File: src/core/ipi_fail_pkg.sv
// Package: constants for the incomplete IPI exit reporter
package ipi_fail_pkg;
   localparam logic [11:0] INCOMPLETE_IPI_EXIT_CODE = 12'h401; // Arbitrary code value
   // Cause codes
   localparam logic [31:0] CAUSE_BAD_TYPE      = 32'h0000_0000;
   localparam logic [31:0] CAUSE_NOT_RUNNING   = 32'h0000_0001;
   localparam logic [31:0] CAUSE_BAD_TARGET    = 32'h0000_0002;
   localparam logic [31:0] CAUSE_BAD_PAGE      = 32'h0000_0003;
   localparam logic [31:0] CAUSE_BAD_VECTOR    = 32'h0000_0004;
   localparam logic [31:0] CAUSE_UNACCEL       = 32'h0000_0005;
   localparam logic [31:0] CAUSE_MAX           = 32'h0000_0005;
   // Limits
   localparam logic [7:0]  VECTOR_MIN          = 8'h10;
   localparam logic [15:0] LOGICAL_CLUSTER_MAX = 16'h0040;
   localparam logic [15:0] EXT_CLUSTER_MAX     = 16'h001F;
   localparam logic [15:0] LEGACY_ID_MAX       = 16'h00FF;
   localparam logic [15:0] PHYS_TARGET_MAX     = 16'h0200;
   // Field positions
   localparam int          INDEX_W             = 9;
   localparam int          CAUSE_LSB           = 32;
   // Register offsets
   localparam logic [3:0]  OFS_FIRST_LO  = 4'h0;
   localparam logic [3:0]  OFS_FIRST_HI  = 4'h4;
   localparam logic [3:0]  OFS_SECOND_LO = 4'h8;
   localparam logic [3:0]  OFS_SECOND_HI = 4'hC;
   // Status bit positions and status/mask reset values
   localparam int          ST_EXIT   = 0;
   localparam int          ST_REPORT = 1;
   localparam logic [1:0]  STAT_RESET = 2'h0;
   localparam logic [1:0]  MASK_RESET = 2'h0;
   // Shorthand encodings
   localparam logic [1:0]  SH_NONE   = 2'h0;
   localparam logic [1:0]  SH_SELF   = 2'h1;
endpackage

File: src/core/ipi_cause_sel.sv
// Cause classifier: picks the failure cause code and index in priority order
`timescale 1ns/1ps
module ipi_cause_sel
   import ipi_fail_pkg::*;
(
   input  wire logic        level_trig,
   input  wire logic        bad_dest_type,
   input  wire logic        secure_mode,
   input  wire logic [1:0]  shorthand,
   input  wire logic [7:0]  ipi_vector,
   input  wire logic        logical_mode,
   input  wire logic        ext_mode,
   input  wire logic [15:0] logical_group_number,
   input  wire logic [15:0] guest_core_identifier,
   input  wire logic [15:0] phys_target,
   input  wire logic        entry_absent,
   input  wire logic        page_bad,
   input  wire logic        vcpu_scheduled_flag,
   input  wire logic [8:0]  target_index,
   input  wire logic [8:0]  phys_index,
   output logic             fail,
   output logic [31:0]      cause,
   output logic [8:0]       index
);
   logic bad_target;
   // Invalid target checks per destination mode
   always_comb begin
      if (logical_mode) begin
         bad_target = (logical_group_number > LOGICAL_CLUSTER_MAX)
                    | (ext_mode & (logical_group_number > EXT_CLUSTER_MAX))
                    | (!ext_mode & (guest_core_identifier > LEGACY_ID_MAX))
                    | entry_absent;
      end else begin
         bad_target = (phys_target > PHYS_TARGET_MAX) | entry_absent;
      end
   end
   // Type, secure-mode and vector faults first: they make the index meaningless
   always_comb begin
      fail  = 1'b1;
      cause = CAUSE_BAD_TYPE;
      index = '0;
      if (level_trig | bad_dest_type) begin
         cause = CAUSE_BAD_TYPE;
      end else if (secure_mode && shorthand != SH_SELF) begin
         cause = CAUSE_UNACCEL;
      end else if (ipi_vector < VECTOR_MIN) begin
         cause = CAUSE_BAD_VECTOR;
      end else if (bad_target) begin
         cause = CAUSE_BAD_TARGET;
         index = target_index;
      end else if (page_bad) begin
         cause = CAUSE_BAD_PAGE;
         index = (shorthand != SH_NONE) ? phys_index : target_index;
      end else if (!vcpu_scheduled_flag) begin
         cause = CAUSE_NOT_RUNNING;
         index = target_index;
      end else begin
         fail = 1'b0;
      end
   end
endmodule

File: src/core/ipi_delivery_failure_report.sv
// Incomplete IPI guest exit reporter with exit-information words and interrupt
// What this block does
// - Unscheduled target causes guest exit with the incomplete IPI exit code.
// - High command half goes into bits 63:32 of first exit word.
// - Low command half goes into bits 31:0 of first exit word.
// - Failure cause code sits in bits 63:32 of second exit word.
// - Index in bits 8:0 only for codes one to three; rest zero.
// - Level trigger or unsupported destination type gives code 0.
// - Clear scheduled flag gives code 1 with the target's entry index.
// - Logical mode target invalid past cluster or identifier limits, code 2.
// - Physical target above 512 or absent entry gives code 2.
// - Invalid backing page pointer gives code 3.
// - Code 3 indexes physical entry for shorthand, else per destination mode.
// - Vector below 16 gives code 4, index reserved.
// - Secure mode, shorthand not self, gives code 5.
// - Set pending bit, without a doorbell, in the same cycle as the exit for unscheduled targets.
// - Broadcast skips invalid entries in physical mode; directed or logical invalid entry causes exit.
//
// Local design decisions: the address map and strobed register access.
`timescale 1ns/1ps
module ipi_delivery_failure_report
   import ipi_fail_pkg::*;
(
   input  wire logic        clk_sys,
   input  wire logic        arst_n,
   // Delivery attempt
   input  wire logic        req_valid,
   input  wire logic [31:0] int_cmd_high_half,
   input  wire logic [31:0] int_cmd_low_half,
   input  wire logic        broadcast,
   input  wire logic        bad_dest_type,
   input  wire logic        secure_mode,
   input  wire logic        logical_mode,
   input  wire logic        ext_mode,
   input  wire logic [15:0] logical_group_number,
   input  wire logic [15:0] guest_core_identifier,
   input  wire logic [15:0] phys_target,
   input  wire logic        entry_absent,
   input  wire logic        page_bad,
   input  wire logic        vcpu_scheduled_flag,
   input  wire logic [8:0]  target_index,
   input  wire logic [8:0]  phys_index,
   // Side effects for valid destinations
   output logic             pending_set,
   output logic [7:0]       ipi_vector,
   output logic             doorbell,
   // Exit event
   output logic             guest_exit_event,
   output logic [11:0]      exit_code,
   output logic [63:0]      exit_detail_first,
   output logic [63:0]      exit_detail_second,
   // Register port
   input  wire logic [3:0]  reg_addr,
   input  wire logic [31:0] reg_wdata,
   input  wire logic        reg_wr,
   input  wire logic        reg_rd,
   output logic [31:0]      reg_rdata,
   output logic             irq
);
   typedef struct packed {
      logic        pend;
      logic        bell;
      logic [7:0]  vec;
      logic        exit;
      logic [63:0] first;
      logic [63:0] second;
      logic [1:0]  stat;
      logic [1:0]  mask;
      logic [31:0] rdata;
   } state_s;

   state_s s_q;
   state_s s_d;
   logic        fail;
   logic [31:0] cause;
   logic [8:0]  index;
   logic        is_level;
   logic [1:0]  shorthand;
   logic        skip;
   logic [1:0]  sel_shorthand;

   // Command fields: vector low byte, trigger bit 15, shorthand bits 19:18
   assign is_level  = int_cmd_low_half[15];
   assign shorthand = int_cmd_low_half[19:18];
   // Broadcast in physical mode passes over an invalid entry instead of failing
   assign skip      = broadcast & entry_absent & !logical_mode;
   // Broadcast indexes like a shorthand; code 3 never equals self, so secure check is unchanged
   assign sel_shorthand = (broadcast && shorthand == SH_NONE) ? 2'h3 : shorthand;

   ipi_cause_sel u_sel (
      .level_trig            (is_level),
      .bad_dest_type         (bad_dest_type),
      .secure_mode           (secure_mode),
      .shorthand             (sel_shorthand),
      .ipi_vector            (int_cmd_low_half[7:0]),
      .logical_mode          (logical_mode),
      .ext_mode              (ext_mode),
      .logical_group_number  (logical_group_number),
      .guest_core_identifier (guest_core_identifier),
      .phys_target           (phys_target),
      .entry_absent          (entry_absent & !skip),
      .page_bad              (page_bad),
      .vcpu_scheduled_flag   (vcpu_scheduled_flag),
      .target_index          (target_index),
      .phys_index            (phys_index),
      .fail                  (fail),
      .cause                 (cause),
      .index                 (index)
   );

   // Next state; set wins over a write-one-to-clear in the same cycle
   always_comb begin
      s_d      = s_q;
      s_d.pend = 1'b0;
      s_d.bell = 1'b0;
      s_d.exit = 1'b0;
      s_d.rdata = '0;
      if (req_valid && !skip) begin
         // Valid destination not blocked by an earlier fault
         if (!fail || cause == CAUSE_NOT_RUNNING) begin
            s_d.pend = 1'b1;
            s_d.vec  = int_cmd_low_half[7:0];
            s_d.bell = vcpu_scheduled_flag;
         end
      end
      if (reg_wr && reg_addr == OFS_SECOND_HI) begin
         s_d.stat = s_q.stat & ~reg_wdata[1:0];
      end
      if (reg_wr && reg_addr == OFS_SECOND_LO) begin
         s_d.mask = reg_wdata[1:0];
      end
      if (req_valid && !skip && fail && cause <= CAUSE_MAX) begin
         s_d.exit   = 1'b1;
         s_d.first  = {int_cmd_high_half, int_cmd_low_half};
         s_d.second = {cause, 23'h000000, index};
         s_d.stat[ST_EXIT] = 1'b1;
         if (cause == CAUSE_NOT_RUNNING) begin
            s_d.stat[ST_REPORT] = 1'b1;
         end
      end
      if (reg_rd) begin
         unique case (reg_addr)
            OFS_FIRST_LO:  s_d.rdata = s_q.first[31:0];
            OFS_FIRST_HI:  s_d.rdata = s_q.first[63:32];
            OFS_SECOND_LO: s_d.rdata = s_q.second[31:0];
            OFS_SECOND_HI: s_d.rdata = s_q.second[63:32];
            default:       s_d.rdata = {28'h0000000, s_q.mask, s_q.stat};
         endcase
      end
   end

   // State register
   always_ff @(posedge clk_sys or negedge arst_n) begin
      if (!arst_n) begin
         s_q <= '0;
      end else begin
         s_q <= s_d;
      end
   end

   assign pending_set        = s_q.pend;
   assign ipi_vector         = s_q.vec;
   assign doorbell           = s_q.bell;
   assign guest_exit_event   = s_q.exit;
   assign exit_code          = INCOMPLETE_IPI_EXIT_CODE;
   assign exit_detail_first  = s_q.first;
   assign exit_detail_second = s_q.second;
   assign reg_rdata          = s_q.rdata;
   assign irq                = |(s_q.stat & s_q.mask);
endmodule

File: config.mk
export PLATFORM = sky130hd
export DESIGN_NAME = ipi_delivery_failure_report
export DESIGN_NICKNAME = d
export VERILOG_FILES = /design/src/core/ipi_fail_pkg.sv /design/src/core/ipi_cause_sel.sv /design/src/core/ipi_delivery_failure_report.sv
export SDC_FILE = /design/constraint.sdc
export NUM_CORES = 1
export LEC_CHECK = 0
export BUFFER_PORTS_ARGS = -buffer_cell sky130_fd_sc_hd__buf_2
export CAP_MARGIN = 40
export CORE_ASPECT_RATIO = 0.5
export CORE_UTILIZATION = 44
export DETAILED_ROUTE_END_ITERATION = 10
export PLACE_DENSITY = 0.76
export SLEW_MARGIN = 10
export SYNTH_ARGS = -nofsm -noshare
export SYNTH_HDL_FRONTEND = slang
export SYNTH_HIERARCHICAL = 1
export SYNTH_SLANG_ARGS = --single-unit
File: constraint.sdc
create_clock -name clk_sys -period 1.17 [get_ports clk_sys]
set_input_delay 0.117 -clock clk_sys [delete_from_list [all_inputs] [get_ports clk_sys]]
set_output_delay 0.117 -clock clk_sys [all_outputs]
set_load 0.03 [all_outputs]
Word-level counts from Yosys, hierarchy flattened
Cells that the tools add are included.
{"block": "op_classes", "magnitude_cmp": 6, "eq_ne": 5, "mux": 28, "bitwise": 13, "reduce_logical": 18}
{"operator": "32-bit 2-to-1 mux", "count": 6}
{"operator": "131-bit 2-to-1 mux", "count": 1}
{"operator": "32-bit one-hot mux with 4 select lines", "count": 1}
{"operator": "9-bit 2-to-1 mux", "count": 7}
{"operator": "32-bit by 1-bit equality test with 1-bit output (second input constant)", "count": 1}
{"operator": "32-bit by 3-bit less-or-equal comparator with 1-bit output (second input constant)", "count": 1}
{"operator": "10-bit 2-to-1 mux", "count": 2}
{"operator": "16-bit by 10-bit > comparator with 1-bit output (second input constant)", "count": 1}
{"operator": "16-bit by 5-bit > comparator with 1-bit output (second input constant)", "count": 1}
{"operator": "16-bit by 7-bit > comparator with 1-bit output (second input constant)", "count": 1}
{"operator": "16-bit by 8-bit > comparator with 1-bit output (second input constant)", "count": 1}
{"operator": "1-bit 2-to-1 mux", "count": 9}
{"operator": "4-bit equality test (second input constant)", "count": 2}
{"operator": "8-bit by 5-bit less-than comparator with 1-bit output (second input constant)", "count": 1}
{"operator": "1-bit logical AND", "count": 7}
{"operator": "1-bit AND", "count": 5}
{"operator": "1-bit OR", "count": 5}
{"operator": "2-bit AND", "count": 2}
{"operator": "4-bit by 3-bit equality test with 1-bit output (second input constant)", "count": 1}
{"operator": "1-bit zero test", "count": 4}
{"operator": "4-bit zero test", "count": 1}
{"operator": "2-bit 2-to-1 mux", "count": 2}
{"operator": "2-bit nonzero test", "count": 2}
{"operator": "2-bit zero test", "count": 1}
{"operator": "other kinds (5)", "count": 5}
{"block": "word_totals", "output_inout_bits": 184, "elab_cells": 80, "register_bits": 152}

Logic depth before layout (Yosys ltp)
{"block": "depth", "ltp_word": 14, "mapped_depth": 12, "depth_no_buf": 11}

Cells and area by module
The synthesis kept the hierarchy.
{"mod": "ipi_delivery_failure_report", "area_each_um2": 7763.7, "cells_each": 676, "n_inst": 1, "seq_area_each_um2": 3803.6}
{"mod": "ipi_cause_sel", "area_each_um2": 573.0, "cells_each": 81, "n_inst": 1, "seq_area_each_um2": 0.0}

Worst setup path after synthesis
Ideal clock, no wire load.
{"block": "synth_path", "path_type": "input port to flip-flop", "from": "in logical_group_number[1]", "to": "reg s_q, in the netlist doorbell", "path_slack_ps": -1722, "cell_stages": 10, "arrival_time_ps": 2798, "path_cell_list": "or4_1 o31a_1 o32ai_4 nand3b_1 a21boi_0 nor4b_1 nand4_1 or2_2 clkbuf_1 a211oi_1"}
{"item": "start: declaration", "line_no": "ipi_delivery_failure_report.sv:35", "source": "input wire logic [15:0] logical_group_number,"}
{"item": "end signal: assignment", "line_no": "ipi_delivery_failure_report.sv:155", "source": "s_q <= '0;"}
{"item": "end signal: assignment", "line_no": "ipi_delivery_failure_report.sv:157", "source": "s_q <= s_d;"}
{"item": "end: declaration", "line_no": "ipi_delivery_failure_report.sv:72", "source": "state_s s_q;"}

Worst setup path after layout
{"block": "layout_path", "from": "in logical_group_number[1]", "to": "reg s_q, in the netlist exit_detail_first[62]"}
{"block": "layout_between", "elab_chain_len": 12, "elab_cells_between_ends": 18, "classes_between": "3 x order compare; 9 x mux; 4 x bitwise; 2 x reduce/logical"}
{"item": "16-bit by 5-bit > comparator with 1-bit output", "line_no": "ipi_cause_sel.sv:30", "source": "| (ext_mode & (logical_group_number > EXT_CLUSTER_MAX))"}
{"item": "1-bit AND", "line_no": "ipi_cause_sel.sv:30"}
{"item": "1-bit OR *", "line_no": "ipi_cause_sel.sv:30"}
{"item": "1-bit OR *", "line_no": "ipi_cause_sel.sv:31", "source": "| (!ext_mode & (guest_core_identifier > LEGACY_ID_MAX))"}
{"item": "1-bit OR *", "line_no": "ipi_cause_sel.sv:32", "source": "| entry_absent;"}
{"item": "1-bit 2-to-1 mux *", "line_no": "ipi_cause_sel.sv:28", "source": "if (logical_mode) begin"}
{"item": "1-bit 2-to-1 mux *", "line_no": "ipi_cause_sel.sv:48", "source": "end else if (bad_target) begin"}
{"item": "1-bit 2-to-1 mux *", "line_no": "ipi_cause_sel.sv:46", "source": "end else if (ipi_vector < VECTOR_MIN) begin"}
{"item": "1-bit 2-to-1 mux *", "line_no": "ipi_cause_sel.sv:44", "source": "end else if (secure_mode && shorthand != SH_SELF) begin"}
{"item": "1-bit 2-to-1 mux *", "line_no": "ipi_cause_sel.sv:42", "source": "if (level_trig | bad_dest_type) begin"}
{"item": "named net fail", "line_no": "ipi_delivery_failure_report.sv:74", "source": "logic fail;"}
{"item": "1-bit logical AND * (2 in series)", "line_no": "ipi_delivery_failure_report.sv:132", "source": "if (req_valid && !skip && fail && cause <= CAUSE_MAX) begin"}
Mark *: on every way through the listed nets, which the timed path passes. The rest lies on a longest branch.
A chain may end at the register's enable or synchronous reset.

==> results.cfg <==
[status]
outcome = finished, violations left
failed_checks = negative setup slack

[timing]
period_share_pct = 211
fmax_mhz = 406
fin_hold_ws_ns = 0.0446
timing.setup.tns_ns = -137.64
clock_skew_ns = 0.0105
rsz0062_at_grt = true
hold_viol = 0
maxSlewHeadroom_pct = 44.3
postLayoutSetupSlackWorst_ns = -1.30
worst_pin_slew_ns = 0.836
period_minus_slack_ns = 2.47
final_max_slew_viol_count = 0
setup_viol = 131

[placement]
io_buffers = 289
gp_congestion = 0.866
place_hpwl_um = 15600

[logic_synthesis]
synth_edf_count = 0
synth-seq-area-share_pct = 45.6
netlist_instances = 757
synth.distinct_cells = 45
ys_ff_latch = 152
syn_avg_cell_area_sq_um = 11.0
ys_async_sr_fraction_pct = 100
synth_area_sq_um = 8340
yosys_warnings = 6
synth-main-ff-cell = dfrtp_1

[setup_path]
worstReg2RegStart = exit_detail_first[1]
path_class = input pin to flip-flop
r2r_slack_ns = -0.03
r2r_cells = 3
r2r_end = reg_rdata[1]
required_ns = 1.45
worstPathArrival_ns = 2.75
startpoint_type = input pin
cp-end-kind = flip-flop
worstPathMaxFanout = 8

[cts]
clock_sinks = 152
clk_pin_slew_worst_paths_ns = 0.06
cts_tree = done
numCtsBuffers = 17
clkLatencyLatePin_ns = 0.41
clock-root-buffer = clkbuf_16
cts_max_level = 4
cts_buffer_depth = 2

[min_path]
holdPathEnd = exit_detail_first[19]
min_path_type = input pin to flip-flop
worstHoldStart = int_cmd_low_half[19]
holdPathStages = 3

[die]
die_x_um = 197
core-area_sq_um = 18500
die-area_sq_um = 19500
io-pin-count = 363
rows = 35
die_h_um = 99.3
initial_utilization_pct = 45.1

[route]
viasPerCell = 4.81
routed_wl_um = 23700
drtAntennaViolNets = 0
drtIter0Drc = 304
avgRoutedWirePerCell_um = 17.7
drc = 0
drtPass1Iterations = 6
vias = 6432

[pwr]
total_power_mw = 12.3
power_density_nw_per_um2 = 1050
leakagePower_nw = 6.12
ir_drop_uv = 957

[finish]
fin_nets = 1244
multi_input_area_sq_um = 3420
ff_latch_area_sq_um = 3800
layout.filler_cells = 1418
drive_gt1_share_pct = 50.7
mostFrequentLayoutCell = buf_2
synthToLayoutAreaGrowth_pct = 40.5
final_cell_mix = buf_2, dfrtp_1, mux2_4

[grt]
antenna_found_initial = 0
grt_first_pass_wirelength_um = 34600
grt-ovfl-total = 0
groute.usage.overall_pct = 23.0
grt_pass1_vias = 6487
grt_max_degree = 38

[job]
drv_cap = 0
cell families after synthesis:
kind of cell	synth area share, %
multiplexers	16.7
AO/OA/AOI/OAI	6.45
other	0.135
flip-flops	45.6
buffers and inverters	21.2
AND/OR/NAND/NOR	9.88
routing by layer:
layer	vias up	routed length [um]	track usage, %
li1	2921	-	-
met3	54	1160	4.34
met2	282	12000	40.3
met5	-	0	0
met4	0	621	8.23
met1	3175	9880	28.6
sequential cells by signal, indices dropped and copies added (netlist names):
signal and count:
s_q 4, reg_rdata 32, guest_exit_event 1, exit_detail_second 41, pending_set 1, exit_detail_first 64, doorbell 1, ipi_vector 8
report_power, final:
part	switching [mW]	total [mW]	leakage, nW	internal [mW]
registers	0.0124	5.29	2.08	5.28
clock network	2.24	5.78	0.303	3.54
logic	0.666	1.25	3.74	0.587
area by class of cell:
cell class              instances  share of cell area, %
clock inverters                10                   1.23
inverters                       6                  0.192
multi-input cells             422                   29.2
well taps                     259                   2.77
diodes                          1                 0.0214
repair buffers                466                   30.1
flip-flops and latches        152                   32.5
clock buffers                  21                   4.02
what timing repair did:
| action | 4_1_cts | 5_1_grt |
|---|---|---|
| cloned | 3 | 4 |
| buffers inserted | 13 | 24 |
| pin swaps | 4 | 4 |
| endpoints found under the hold margin | 195 | 0 |
| gates resized for setup | 101 | 122 |
| hold buffers | 60 | 0 |
| setup endpoints to repair | 139 | 164 |
worst max-delay path by stage:
stage	slack [ns]	depth (start not counted)	end	start
finish	-1.30	13	exit_detail_first[62]	logical_group_number[1]
global route	-1.42	11	ipi_vector[7]	logical_group_number[1]
CTS	-1.25	11	ipi_vector[7]	logical_group_number[1]
detailed placement	-1.73	11	ipi_vector[7]	logical_group_number[1]
global placement	-1.59	11	exit_detail_first[26]	logical_group_number[1]
floorplan	-1.54	9	exit_detail_first[0]	logical_group_number[1]
stage by stage:
step | cell area (sq um) | util (%) | worst slack (ns) | cells
4_1_cts | 11100 | 60.2 | -1.25 | 1312
3_5_place_dp | 9370 | 50.7 | -1.73 | 1206
5_1_grt | 11700 | 63.4 | -1.42 | 1336
6_report | 11700 | 63.4 | -1.30 | 1337
3_3_place_gp | 9370 | 50.7 | -1.59 | 1206
2_1_floorplan | 8630 | - | -1.54 | 818
synth_stat cells (all sizes together), types with 7 or more instances:
cell type	count	share of area, %
clkbuf	15	0.68
buf	223	20
o211ai	16	1.4
nor2b	38	2.9
a21oi	27	1.6
nand2	22	0.99
mux2	78	11
a22o	9	0.95
nor4	17	1.5
o21ai	7	0.42
dfrtp	152	46
nor2	56	2.5
mux2i	40	4.8
worst max-delay path, cell delays in order:
cell      delay [ns]
buf_6           0.09
or4_4           0.51
o31a_1          0.33
o32ai_4         0.33
buf_4           0.17
buf_6           0.09
nand4_1         0.13
nand3b_1        0.19
nor4_4          0.06
buf_6           0.15
buf_12          0.13
buf_12          0.14
mux2_4          0.30
(Power assumes the default switching activity.)
